<file path="src/core/pmwc_pkg.sv">
/*
 * Constants, register map and types of the power mode wake controller.
 * Assumes a 32-bit APB master and a CPU core that pulses halt and
 * clear-watchdog requests synchronous to ref_clk_i.
 */
// Overview of operation
// - Clock select field or halt alone change mode
// - Select code 111 runs system on sub clock
// - Sub clock from chosen low oscillator, stable first
// - Codes 000-110 divide high clock by 1-64
// - Back to fast waits for high oscillator stable
// - Halt with both keep bits low: sleep
// - Halted core stops; all state is kept
// - Halt sets powered-down, clears timeout flag
// - Halt clears watchdog; it counts if enabled
// - Keep bits 0,1: sub clock only idle
// - Keep bits 1,1: both clocks keep running
// - Keep bits 1,0: high clock only idle
// - Wake on port edge, interrupt, watchdog overflow
// - Powered-down cleared only by reset, clear-watchdog
// - Watchdog wake sets timeout, resets PC/SP only
// - Per-pin port wake enable; resume after halt
// - Disabled or stack-full interrupt: resume after halt
// - Enabled interrupt, stack free: normal response
// - Request pending at halt cannot wake
// - First instruction waits for high oscillator stable
// - Each crystal has its own stabilise counter
// - Peripherals follow system clock source change
// - Select field bits 7-5, reset 000
// - Fast keep bit 1, slow keep bit 0
// - Internal RC enable/frequency change restarts stable flag
package pmwc_pkg;
	localparam logic [7:0] ADDR_SCC  = 8'h00;
	localparam logic [7:0] ADDR_OSC  = 8'h04;
	localparam logic [7:0] ADDR_STAT = 8'h08;
	localparam logic [7:0] ADDR_PORTA_WAKE_ENABLE = 8'h0C;
	localparam logic [7:0] ADDR_WDT  = 8'h10;
	localparam int SCC_DIV_HI = 7;
	localparam int SCC_DIV_LO = 5;
	localparam int SCC_FHS    = 3;
	localparam int SCC_FSS    = 2;
	localparam int SCC_FKEEP  = 1;
	localparam int SCC_SKEEP  = 0;
	localparam logic [7:0] SCC_RST  = 8'h00;
	localparam logic [7:0] SCC_MASK = 8'hEF;
	localparam logic [2:0] DIV_SUB  = 3'h7;
	localparam int OSC_INT_HI_RC_EN  = 0;
	localparam int OSC_INT_HI_RC_STB = 1;
	localparam int OSC_FREQ_LO  = 2;
	localparam int OSC_FREQ_HI  = 3;
	localparam int OSC_HXT_EN   = 4;
	localparam int OSC_HXT_STB  = 5;
	localparam int OSC_LXT_EN   = 6;
	localparam int OSC_LXT_STB  = 7;
	localparam logic [7:0] OSC_RST  = 8'h01;
	localparam logic [7:0] OSC_WMASK = 8'h5D;
	localparam int STAT_PDF     = 0;
	localparam int STAT_TO      = 1;
	localparam int STAT_MODE_LO = 2;
	localparam int STAT_MODE_HI = 4;
	localparam int STAT_SUB     = 5;
	localparam logic [7:0] PORTA_WAKE_ENABLE_RST = 8'h00;
	localparam int WDT_EN_BIT = 0;
	localparam logic WDT_EN_RST = 1'b1;
	localparam logic [2:0] MODE_FAST  = 3'h0;
	localparam logic [2:0] MODE_SLOW  = 3'h1;
	localparam logic [2:0] MODE_SLEEP = 3'h2;
	localparam logic [2:0] MODE_IDLE_SUB_ONLY = 3'h3;
	localparam logic [2:0] MODE_IDLE_BOTH_CLOCKS = 3'h4;
	localparam logic [2:0] MODE_IDLE_FAST_ONLY = 3'h5;
	localparam int OSC_INT_HI_RC = 0;
	localparam int OSC_HXT  = 1;
	localparam int OSC_LXT  = 2;
	localparam int SST_W    = 12;
	localparam int WDT_W    = 16;
	typedef enum logic [1:0] {WK_NEXT, WK_INT, WK_WDT} pmwc_wake_t;
	typedef enum {ST_BOOT, ST_RUN, ST_HALT, ST_WAKE} pmwc_state_t;
endpackage : pmwc_pkg

</file>
<file path="src/core/pmwc_power_mode_wake_controller.sv">
/*
 * Power mode and wake controller: system clock source and divider
 * select, halt entry into sleep or idle, wake-up decision, power-down
 * and timeout flags, watchdog counter, oscillator stabilise counters.
 * Assumes oscillator ticks and CPU strobes are synchronous single-cycle
 * pulses on ref_clk_i, which stands for the high speed clock.
 */
`timescale 1ns/1ps
module pmwc_power_mode_wake_controller
	import pmwc_pkg::*;
#(
	parameter logic [SST_W-1:0] INT_HI_RC_SST_CYC = 12'h100,
	parameter logic [SST_W-1:0] HXT_SST_CYC  = 12'h400,
	parameter logic [SST_W-1:0] LXT_SST_CYC  = 12'h800,
	parameter logic [WDT_W-1:0] WDT_TOP      = 16'h00FF
) (
	// Clock and reset
	input  wire logic        ref_clk_i,
	input  wire logic        srst_i,
	// APB slave
	input  wire logic        psel_i,
	input  wire logic        penable_i,
	input  wire logic        pwrite_i,
	input  wire logic [7:0]  paddr_i,
	input  wire logic [31:0] pwdata_i,
	output logic      [31:0] prdata_o,
	output logic             pready_o,
	output logic             pslverr_o,
	// CPU core
	input  wire logic        halt_i,
	input  wire logic        clr_wdt_i,
	input  wire logic [7:0]  int_req_i,
	input  wire logic [7:0]  int_en_i,
	input  wire logic        stack_full_i,
	output logic             cpu_run_o,
	output logic             resume_next_o,
	output logic             int_respond_o,
	output logic             pc_sp_reset_o,
	output logic             wdt_reset_o,
	// Port A and low speed ticks
	input  wire logic [7:0]  porta_i,
	input  wire logic        int_low_rc_tick_i,
	input  wire logic        lxt_tick_i,
	// Clock control
	output logic             sys_tick_o,
	output logic             periph_tick_o,
	output logic             int_hi_rc_run_o,
	output logic             hxt_run_o,
	output logic             lxt_run_o,
	output logic [2:0]       power_mode_o
);
	pmwc_state_t state_reg, state_next;
	pmwc_wake_t  wake_kind_reg;
	logic [7:0]       sys_clock_control_reg;
	logic [7:0]       osc_ctrl_reg;
	logic [7:0]       porta_wake_enable;
	logic             wdt_en_reg;
	logic             powered_down_flag;
	logic             wdt_timeout_flag;
	logic             act_sub_reg;
	logic [7:0]       pend_mask_reg;
	logic [7:0]       porta_prev_reg;
	logic [5:0]       div_cnt_reg;
	logic [WDT_W-1:0] wdt_cnt_reg;
	logic [2:0]       osc_on;
	logic [2:0]       osc_restart;
	logic [2:0]       osc_stable;
	logic [SST_W-1:0] sst_limit [3];
	logic [2:0] sys_clk_div_sel;
	logic       low_clk_src_sel;
	logic       hi_src_ext;
	logic       fast_osc_idle_keep;
	logic       slow_osc_idle_keep;
	logic       hi_need;
	logic       sub_need;
	logic       hi_stable;
	logic       sub_stable;
	logic       sub_tick;
	logic       hi_tick;
	logic [6:0] div_one;
	logic [5:0] div_mask;
	logic       wr_en;
	logic       halt_entry;
	logic       wdt_ovf;
	logic       pa_wake;
	logic [7:0] int_wake;
	logic       wake;
	logic       src_ready;
	logic [2:0] mode_now;

	assign sys_clk_div_sel    = sys_clock_control_reg[SCC_DIV_HI:SCC_DIV_LO];
	assign hi_src_ext         = sys_clock_control_reg[SCC_FHS];
	assign low_clk_src_sel    = sys_clock_control_reg[SCC_FSS];
	assign fast_osc_idle_keep = sys_clock_control_reg[SCC_FKEEP];
	assign slow_osc_idle_keep = sys_clock_control_reg[SCC_SKEEP];

	// APB: zero wait states, answer in the cycle after setup
	assign wr_en = psel_i & penable_i & pwrite_i & pready_o;

	always_ff @(posedge ref_clk_i) begin
		if (srst_i) begin
			pready_o  <= 1'b0;
			pslverr_o <= 1'b0;
			prdata_o  <= 32'h0000_0000;
		end else begin
			pready_o  <= psel_i & ~penable_i;
			pslverr_o <= 1'b0;
			prdata_o  <= 32'h0000_0000;
			if (psel_i & ~penable_i) begin
				case (paddr_i)
					ADDR_SCC:  prdata_o[7:0] <= sys_clock_control_reg;
					ADDR_OSC:  prdata_o[7:0] <= {osc_stable[OSC_LXT], osc_ctrl_reg[OSC_LXT_EN],
						osc_stable[OSC_HXT], osc_ctrl_reg[OSC_HXT_EN],
						osc_ctrl_reg[OSC_FREQ_HI:OSC_FREQ_LO], osc_stable[OSC_INT_HI_RC],
						osc_ctrl_reg[OSC_INT_HI_RC_EN]};
					ADDR_STAT: begin
						prdata_o[STAT_PDF]                   <= powered_down_flag;
						prdata_o[STAT_TO]                    <= wdt_timeout_flag;
						prdata_o[STAT_MODE_HI:STAT_MODE_LO] <= power_mode_o;
						prdata_o[STAT_SUB]                   <= act_sub_reg;
					end
					ADDR_PORTA_WAKE_ENABLE: prdata_o[7:0] <= porta_wake_enable;
					ADDR_WDT:  prdata_o[WDT_EN_BIT] <= wdt_en_reg;
					default:   pslverr_o <= 1'b1;
				endcase
			end
		end
	end

	// Only software writes move the select field; mode changes follow it
	always_ff @(posedge ref_clk_i) begin
		if (srst_i) begin
			sys_clock_control_reg <= SCC_RST;
			osc_ctrl_reg          <= OSC_RST;
			porta_wake_enable     <= PORTA_WAKE_ENABLE_RST;
			wdt_en_reg            <= WDT_EN_RST;
		end else if (wr_en) begin
			case (paddr_i)
				ADDR_SCC:  sys_clock_control_reg <= pwdata_i[7:0] & SCC_MASK;
				ADDR_OSC:  osc_ctrl_reg <= pwdata_i[7:0] & OSC_WMASK;
				ADDR_PORTA_WAKE_ENABLE: porta_wake_enable <= pwdata_i[7:0];
				ADDR_WDT:  wdt_en_reg <= pwdata_i[WDT_EN_BIT];
				default:   ;
			endcase
		end
	end

	// Frequency change or fresh enable drops the stable flag first
	always_comb begin
		osc_restart = 3'h0;
		if (wr_en && paddr_i == ADDR_OSC) begin
			osc_restart[OSC_INT_HI_RC] = (pwdata_i[OSC_INT_HI_RC_EN] & ~osc_ctrl_reg[OSC_INT_HI_RC_EN])
				| (pwdata_i[OSC_FREQ_HI:OSC_FREQ_LO]
				!= osc_ctrl_reg[OSC_FREQ_HI:OSC_FREQ_LO]);
			osc_restart[OSC_HXT] = pwdata_i[OSC_HXT_EN] & ~osc_ctrl_reg[OSC_HXT_EN];
			osc_restart[OSC_LXT] = pwdata_i[OSC_LXT_EN] & ~osc_ctrl_reg[OSC_LXT_EN];
		end
	end

	// High oscillator is off in slow mode and in halt unless kept
	always_comb begin
		if (state_reg == ST_HALT) begin
			hi_need  = fast_osc_idle_keep;
			sub_need = slow_osc_idle_keep;
		end else begin
			hi_need  = (sys_clk_div_sel != DIV_SUB) | ~act_sub_reg;
			sub_need = (sys_clk_div_sel == DIV_SUB) | act_sub_reg;
		end
		osc_on[OSC_INT_HI_RC] = osc_ctrl_reg[OSC_INT_HI_RC_EN] & ~hi_src_ext & hi_need;
		osc_on[OSC_HXT]  = osc_ctrl_reg[OSC_HXT_EN] & hi_src_ext & hi_need;
		osc_on[OSC_LXT]  = osc_ctrl_reg[OSC_LXT_EN] & low_clk_src_sel & sub_need;
	end

	assign sst_limit[OSC_INT_HI_RC] = INT_HI_RC_SST_CYC;
	assign sst_limit[OSC_HXT]  = HXT_SST_CYC;
	assign sst_limit[OSC_LXT]  = LXT_SST_CYC;

	// One stabilise counter per oscillator, restarted whenever it stops
	for (genvar i = 0; i < 3; i++) begin : g_sst
		logic [SST_W-1:0] cnt_reg;
		always_ff @(posedge ref_clk_i) begin
			if (srst_i || !osc_on[i] || osc_restart[i]) begin
				cnt_reg <= '0;
			end else if (cnt_reg != sst_limit[i]) begin
				cnt_reg <= SST_W'(cnt_reg + 1'b1);
			end
		end
		assign osc_stable[i] = (cnt_reg == sst_limit[i]);
	end

	// The internal low RC is taken as always stable; it also feeds the watchdog
	assign hi_stable  = hi_src_ext ? osc_stable[OSC_HXT] : osc_stable[OSC_INT_HI_RC];
	assign sub_stable = low_clk_src_sel ? osc_stable[OSC_LXT] : 1'b1;
	assign sub_tick   = low_clk_src_sel ? (lxt_tick_i & osc_stable[OSC_LXT]) : int_low_rc_tick_i;

	// Divider on the high clock: tick when the low div bits are all zero
	assign div_one  = 7'h01 << sys_clk_div_sel;
	assign div_mask = 6'(div_one[5:0] - 6'h01);
	assign hi_tick  = hi_stable && ((div_cnt_reg & div_mask) == 6'h00);

	always_ff @(posedge ref_clk_i) begin
		if (srst_i) begin
			div_cnt_reg <= 6'h00;
		end else begin
			div_cnt_reg <= 6'(div_cnt_reg + 6'h01);
		end
	end

	// Source changes over only once the new source is stable, so no runt cycle
	always_ff @(posedge ref_clk_i) begin
		if (srst_i) begin
			act_sub_reg <= 1'b0;
		end else if (state_reg == ST_RUN) begin
			if (sys_clk_div_sel == DIV_SUB && sub_stable) begin
				act_sub_reg <= 1'b1;
			end else if (sys_clk_div_sel != DIV_SUB && hi_stable) begin
				act_sub_reg <= 1'b0;
			end
		end
	end

	// Wake sources
	assign halt_entry = (state_reg == ST_RUN) & halt_i;
	assign wdt_ovf    = wdt_en_reg & int_low_rc_tick_i & (wdt_cnt_reg == WDT_TOP);
	assign pa_wake    = |(porta_prev_reg & ~porta_i & porta_wake_enable);
	assign int_wake   = int_req_i & ~pend_mask_reg;
	assign wake       = pa_wake | (|int_wake) | wdt_ovf;
	assign src_ready  = act_sub_reg ? sub_stable : hi_stable;

	always_ff @(posedge ref_clk_i) begin
		if (srst_i) begin
			porta_prev_reg <= 8'h00;
			pend_mask_reg  <= 8'h00;
		end else begin
			porta_prev_reg <= porta_i;
			if (halt_entry) begin
				pend_mask_reg <= int_req_i;
			end
		end
	end

	always_comb begin
		state_next = state_reg;
		case (state_reg)
			ST_BOOT: if (src_ready) state_next = ST_RUN;
			ST_RUN:  if (halt_i) state_next = ST_HALT;
			ST_HALT: if (wake) state_next = ST_WAKE;
			ST_WAKE: if (src_ready) state_next = ST_RUN;
			default: state_next = ST_BOOT;
		endcase
	end

	always_ff @(posedge ref_clk_i) begin
		if (srst_i) begin
			state_reg <= ST_BOOT;
		end else begin
			state_reg <= state_next;
		end
	end

	// Watchdog overflow wins over other sources: it must reset PC and SP
	always_ff @(posedge ref_clk_i) begin
		if (srst_i) begin
			wake_kind_reg <= WK_NEXT;
		end else if (state_reg == ST_HALT && wake) begin
			if (wdt_ovf) begin
				wake_kind_reg <= WK_WDT;
			end else if (|(int_wake & int_en_i) && !stack_full_i) begin
				wake_kind_reg <= WK_INT;
			end else begin
				wake_kind_reg <= WK_NEXT;
			end
		end
	end

	// Watchdog counter on the low RC tick; cleared by halt or clear request
	always_ff @(posedge ref_clk_i) begin
		if (srst_i || halt_entry || clr_wdt_i || wdt_ovf) begin
			wdt_cnt_reg <= '0;
		end else if (wdt_en_reg && int_low_rc_tick_i) begin
			wdt_cnt_reg <= WDT_W'(wdt_cnt_reg + 1'b1);
		end
	end

	// Set wins over clear on both flags
	always_ff @(posedge ref_clk_i) begin
		if (srst_i) begin
			powered_down_flag <= 1'b0;
			wdt_timeout_flag  <= 1'b0;
		end else begin
			if (halt_entry) begin
				powered_down_flag <= 1'b1;
			end else if (clr_wdt_i) begin
				powered_down_flag <= 1'b0;
			end
			if (wdt_ovf) begin
				wdt_timeout_flag <= 1'b1;
			end else if (halt_entry || clr_wdt_i) begin
				wdt_timeout_flag <= 1'b0;
			end
		end
	end

	// Taken from the next state so the mode shows in the cycle cpu_run_o drops
	always_comb begin
		if (state_next == ST_HALT) begin
			case ({fast_osc_idle_keep, slow_osc_idle_keep})
				2'b00:   mode_now = MODE_SLEEP;
				2'b01:   mode_now = MODE_IDLE_SUB_ONLY;
				2'b11:   mode_now = MODE_IDLE_BOTH_CLOCKS;
				default: mode_now = MODE_IDLE_FAST_ONLY;
			endcase
		end else begin
			mode_now = act_sub_reg ? MODE_SLOW : MODE_FAST;
		end
	end

	// Registered outputs
	always_ff @(posedge ref_clk_i) begin
		if (srst_i) begin
			cpu_run_o     <= 1'b0;
			resume_next_o <= 1'b0;
			int_respond_o <= 1'b0;
			pc_sp_reset_o <= 1'b0;
			wdt_reset_o   <= 1'b0;
			sys_tick_o    <= 1'b0;
			periph_tick_o <= 1'b0;
			int_hi_rc_run_o    <= 1'b0;
			hxt_run_o     <= 1'b0;
			lxt_run_o     <= 1'b0;
			power_mode_o  <= MODE_FAST;
		end else begin
			cpu_run_o     <= (state_next == ST_RUN) & ~halt_entry;
			resume_next_o <= (state_reg == ST_WAKE) & src_ready
				& (wake_kind_reg == WK_NEXT);
			int_respond_o <= (state_reg == ST_WAKE) & src_ready
				& (wake_kind_reg == WK_INT);
			pc_sp_reset_o <= (state_reg == ST_WAKE) & src_ready
				& (wake_kind_reg == WK_WDT);
			wdt_reset_o   <= wdt_ovf & (state_reg != ST_HALT);
			sys_tick_o    <= (state_reg == ST_RUN) & ~halt_i
				& (act_sub_reg ? sub_tick : hi_tick);
			periph_tick_o <= act_sub_reg ? (sub_tick & sub_need)
				: (hi_tick & hi_need);
			int_hi_rc_run_o    <= osc_on[OSC_INT_HI_RC];
			hxt_run_o     <= osc_on[OSC_HXT];
			lxt_run_o     <= osc_on[OSC_LXT];
			power_mode_o  <= mode_now;
		end
	end
endmodule : pmwc_power_mode_wake_controller

</file>
<file path="config.mk">
export PLATFORM = sky130hd
export DESIGN_NAME = pmwc_power_mode_wake_controller
export DESIGN_NICKNAME = d
export VERILOG_FILES = /design/src/core/pmwc_pkg.sv /design/src/core/pmwc_power_mode_wake_controller.sv
export SDC_FILE = /design/constraint.sdc
export NUM_CORES = 1
export LEC_CHECK = 0
export BUFFER_PORTS_ARGS = -buffer_cell sky130_fd_sc_hd__clkbuf_2
export CORE_ASPECT_RATIO = 1.2
export CORE_MARGIN = 1
export CORE_UTILIZATION = 55
export DETAILED_ROUTE_END_ITERATION = 8
export GPL_TIMING_DRIVEN = 0
export PLACE_DENSITY = 0.79
export REMOVE_ABC_BUFFERS = 1
export SLEW_MARGIN = 20
export SYNTH_ARGS = -nofsm -noshare
export SYNTH_HDL_FRONTEND = slang
export SYNTH_SLANG_ARGS = --single-unit
export TNS_END_PERCENT = 1
</file>
<file path="constraint.sdc">
create_clock -name ref_clk_i -period 2.6 [get_ports ref_clk_i]
set_input_delay 0.52 -clock ref_clk_i [delete_from_list [all_inputs] [get_ports ref_clk_i]]
set_output_delay 0.52 -clock ref_clk_i [all_outputs]
set_load 0.01 [all_outputs]
</file>
---- Yosys cells after proc, flatten, opt, wreduce, memory -nomap -nowiden ----
Index checks and enable logic that the tools add are counted.
storage, ports and cells
  bits in registers ....................... 179
  bits of input ports ..................... 74
  output and inout port bits .............. 47
  logic and storage cells ................. 181
cells by class
  add/sub/neg operators ................... 6
  eq/ne operators ......................... 27
  shift operators ......................... 1
  muxes and demuxes ....................... 28
  bitwise logic cells ..................... 48
  reductions and logical operators ........ 40
operators by type and width
  operator                 count
  $eq A32 B2 Y1 const B    4
  $eq A32 B3 Y1 const B    3
  $mux W32                 3
  $pmux W32 S3             1
  $add A12 B1 Y12 const B  3
  $and A8 B8 Y8            4
  $eq A32 B1 Y1 const B    1
  $logic_not A32 Y1        1
  $ne A32 B3 Y1 const B    1
  $and A1 B1 Y1            27
  $reduce_or A8 Y1         3
  $pmux W5 S4              1
  $mux W1                  17
  $add A16 B1 Y16 const B  1
  $eq A16 B8 Y1 const B    1
  $eq A8 B4 Y1 const B     2
  $not A8 Y8               2
  $eq A12 B11 Y1 const B   1
  $eq A12 B12 Y1 const B   1
  $eq A12 B9 Y1 const B    1
  $ne A12 B11 Y1 const B   1
  $ne A12 B12 Y1 const B   1
  $ne A12 B9 Y1 const B    1
  $logic_or A1 B1 Y1       10
  27 further kinds         59

---- Logic depth before layout (Yosys ltp) ----
  word-level depth ........................ 10
  depth in mapped cells ................... 10
  gate-level depth less buffers ........... 9

---- Worst setup path before layout ----
No wires, ideal clock.
  path type ............................... flip-flop to flip-flop
  from .................................... reg state_reg[18]
  to ...................................... reg g_sst[0].cnt_reg[11]
  library setup time ...................... 0.064 ns
  arrival time ............................ 2.253 ns
  data required time ...................... 2.536 ns
  slack ................................... 0.283 ns
  cell stages (with the launch flop) ...... 8
  path buffers ............................ 1
  period minus slack after synthesis ...... 2.317 ns
  path through ............................ dfxtp_1 > nor4_2 > nand4_2 > nor4_4 > mux2i_1 > or4b_1 > buf_4 > nor2_1
on the way
  word-level cells in the longest chain between the ends .. 6
RTL lines
  what                             RTL line                                text
  from (decl)                      pmwc_power_mode_wake_controller.sv:52   pmwc_state_t state_reg, state_next;
  from (signal assigned)           pmwc_power_mode_wake_controller.sv:257  state_reg <= state_next;
  $eq A32 B3 Y1                    pmwc_power_mode_wake_controller.sv:162  if (state_reg == ST_HALT) begin
  $mux W1                          pmwc_power_mode_wake_controller.sv:162
  $and A1 B1 Y1                    pmwc_power_mode_wake_controller.sv:169  osc_on[OSC_INT_HI_RC] = osc_ctrl_reg[OSC_INT_HI_RC_EN] & ~hi_src_ext & hi_need;
  $logic_not A1 Y1                 pmwc_power_mode_wake_controller.sv:182  if (srst_i || !osc_on[i] || osc_restart[i]) begin
  $logic_or A1 B1 Y1 (2 in a row)  pmwc_power_mode_wake_controller.sv:182
  to (signal assigned)             pmwc_power_mode_wake_controller.sv:185  cnt_reg <= SST_W'(cnt_reg + 1'b1);
  to (decl)                        pmwc_power_mode_wake_controller.sv:180  logic [SST_W-1:0] cnt_reg;
No other way between the ends.
A chain may end at the register's enable or synchronous reset.

---- Final worst setup path ----
  from .................................... reg state_reg[3]
  to ...................................... reg g_sst[1].cnt_reg[2]
on the way
  word-level cells in the longest chain between the ends .. 6
RTL lines
  what                             RTL line                                text
  $eq A32 B3 Y1                    pmwc_power_mode_wake_controller.sv:162
  $mux W1                          pmwc_power_mode_wake_controller.sv:162
  $and A1 B1 Y1                    pmwc_power_mode_wake_controller.sv:170  osc_on[OSC_HXT] = osc_ctrl_reg[OSC_HXT_EN] & hi_src_ext & hi_need;
  $logic_not A1 Y1                 pmwc_power_mode_wake_controller.sv:182
  $logic_or A1 B1 Y1 (2 in a row)  pmwc_power_mode_wake_controller.sv:182
  to (signal assigned)             pmwc_power_mode_wake_controller.sv:185
  to (decl)                        pmwc_power_mode_wake_controller.sv:180
No other way between the ends.

==> summary.md <==
| Metric | Value |
|---|---|
| Overall power | approximately 5.0 mW |
| Maximum clock rate | 419 MHz |
| Initial antenna violation count | 0 |
| Mapped Cells | 690 |
| Post-synth ARST share | 0 |
| Min Hold Slack | around 0.32 ns |
| Global Route Usage Sum | 0.229 |
| Largest net degree at the start of global routing | 52 |
| Clk sink count | 155 |
| Core area | about 11000 µm² |
| GP Congestion | about 0.81 |
| Via count | a little over 5000 |
| Via/cell ratio | 5.31 |
| Register share of total power | 0.486 |
| Synth Register Bits | between 150 and 200 |
| GRT overflow | 0 |
| Max FFs per register | 36 |
| Setup violations, final | 0 |
| Internal power | around 4 mW |
| TNS Setup | 0 ns |
| Chip Width | between 100 and 150 µm |
| Remaining DRCs | 0 |
| TritonCTS clock tree | yes |
| FP Rows | 42 |
| Slew margin rel. | 0.304 |
| Syn. warnings | 0 |
| P per Cell Area | around 670 nW/µm² |
| Post-synth EDFFs | 0 |
| Total Wirelength | around 13000 µm |
| Cell with the most instances after synthesis | dfxtp_1 |
| Drt pass-1 iters | 5 |
| Startpoint Class | flop |
| Max-slew violation count | 0 |
| Hold-fix buffers, CTS | 0 |
| Top cells by count, synth | dfxtp_1, nor2_1, nand2_1 |
| Filler cells | 893 |
| Synthesized area | 6450 µm² |
| First-pass GRT wire length | 21600 µm |
| CP Max Fanout | 13 |
| Inserted Diodes | 0 |
| Endpoints failing hold | 0 |
| VDD IR max | approximately 0.37 mV |
| Max cap viols | 0 |
| Setup crit end kind | flop |
| Die Span Y | roughly 120 µm |
| Syn avg cell area | 9.35 µm² |
| Vias in the first global route | 4729 |
| Min-Delay Path Class | in -> reg |
| Clk network pwr share | 0.479 |
| Netlist cell types | 58 |
| Clock skew | between 0.008 and 0.009 ns |
| P_leak | about 3.1 nW |
| Post-detailed-route wirelength per cell | 13.9 µm |
| Die Area | around 12000 µm² |
| CTS Buf Count | 17 |
| CTS Buffer Depth | 2 |
| Top post-synthesis cells by area | dfxtp_1, nor2_1, xor2_1 |
| RSZ-0062 raised after global routing | no |
| Worst skew pair latency | 0.43 ns |
| Switching Share | 0.206 |
| Req. time, crit path | 2.93 ns |
| Fin area | about 7500 µm² |
| Critical Path AT | about 2.7 ns |
| H-tree Lvls | 4 |
| Main synth FF type | dfxtp_1 |
| Synth top area share | 0.481 |
| Share of cells above drive strength 1 | 0.158 |
| Worst Tran Pin Value | 1.04 ns |
| Sw Pwr | 1.03 mW |
| Nets | between 800 and 900 |
| Area leader, netlist | dfxtp_1 |
| Outcome | completed |
| HPWL Detailed | 9440 µm |
| Final period utilization | 0.917 |
| Fin crit period | approximately 2.4 ns |
| Clk slew on worst S/H paths | about 0.06 ns |
| Starting Density | 0.574 |
| Combinational share of power | 0.034 |
| Antenna viol nets, final | 0 |
| Register area share after synthesis | 0.481 |
| Placed cell areas | roughly 7000 µm² |
| Drt first-iter violations | approximately 290 |
| Area growth syn-to-layout | 16.9% |
| I/O pin cnt | about 120 |
| Port Buf Inserts | 72 |
| Kind of critical path | reg -> reg |
| CTS root buf | clkbuf_16 |
-- power groups by stage --
| stage | Sequential [mW] | Combinational (mW) | Clock [mW] |
|---|---|---|---|
| 2_1_floorplan | 2.49 | 0.0845 | 0 |
| 3_3_place_gp | 2.49 | 0.162 | 0 |
| 3_5_place_dp | 2.49 | 0.167 | 0 |
| 4_1_cts | 2.44 | 0.169 | 2.44 |
| 5_1_grt | 2.44 | 0.193 | 2.54 |
| 6_report | 2.44 | 0.172 | 2.40 |
-- per-layer routing --
| layer | vias up | wire, µm | share of wire | track usage |
|---|---|---|---|---|
| met5 | - | 0 | 0 | 0 |
| met3 | 27 | 811 | 0.061 | 0.0740 |
| met2 | 167 | 6770 | 0.51 | 0.392 |
| met1 | 2398 | 5390 | 0.41 | 0.259 |
| met4 | 0 | 269 | 0.020 | 0.0987 |
| li1 | 2485 | - | - | - |
-- stage by stage --
stage,setup slack [ns],cells,utilization
3_3_place_gp,-0.376,923,0.615
5_1_grt,0.0156,956,0.670
4_1_cts,0.0780,956,0.669
6_report,0.215,956,0.670
2_1_floorplan,0.142,697,-
3_5_place_dp,-0.496,923,0.615
-- critical path, cell delays in order, from the launching register on --
cell     delay [ns]
dfxtp_1        0.30
or4_4          0.57
nor4_4         0.37
mux2i_1        0.34
nand3_1        0.43
a21oi_1        0.29
-- path summary, 6_finish.rpt --
kind / from / to / slack, ns / depth (start not counted)
worst max-delay path: state_reg[3] / g_sst[1].cnt_reg[2] / 0.22 / 5
worst min-delay path: porta_i[3] / porta_prev_reg[3] / 0.32 / 2
worst max register to register: state_reg[3] / g_sst[1].cnt_reg[2] / 0.22 / 5
worst min register to register: wake_kind_reg[1] / int_respond_o / 0.49 / 1
-- placed cells by master (no fill, tap or decap), drive strengths merged, types with 5 or more instances in the layout --
master / synthesis / routed
dfxtp: 155 / 155
nor3b: 5 / 5
nand2b: 6 / 6
a22oi: 6 / 6
xnor2: 24 / 24
mux2i: 23 / 23
nor3: 10 / 10
nand4: 11 / 11
nor2: 102 / 102
nor4: 19 / 19
a21oi: 27 / 27
nor2b: 23 / 23
nand3: 41 / 41
xor2: 28 / 28
a31oi: 6 / 6
inv: 22 / 22
nand3b: 13 / 13
ha: 13 / 13
conb: 1 / 54
nand2: 52 / 52
clkbuf: 15 / 95
and3: 15 / 15
-- cell type report --
cell class	instances	area [µm²]	share of cell area
tap	154	193	0.0256
multi-input combinational	519	3190	0.424
clock buffer	23	488	0.0647
timing repair buffer	75	383	0.0508
sequential	155	3100	0.412
inverter	23	86.3	0.0115
clock inverter	7	90.1	0.0120
-- cells by family after synthesis --
group | after synthesis | synth area share
compound gates | 55 | 0.0524
simple gates | 314 | 0.256
fa+ha+maj | 13 | 0.0252
mux | 31 | 0.0566
buf+inv | 69 | 0.0574
flops | 155 | 0.481
other cells | 1 | 0.000581
xor+xnor | 52 | 0.0706
-- what timing repair did --
action / 4_1_cts / 5_1_grt
pin swaps: 2 / 0
setup endpoints to repair: 15 / 11
setup buffers: 3 / 0
resized for setup: 1 / 3
endpoints found under the hold margin: 0 / 0
(Power assumes the default switching activity.)
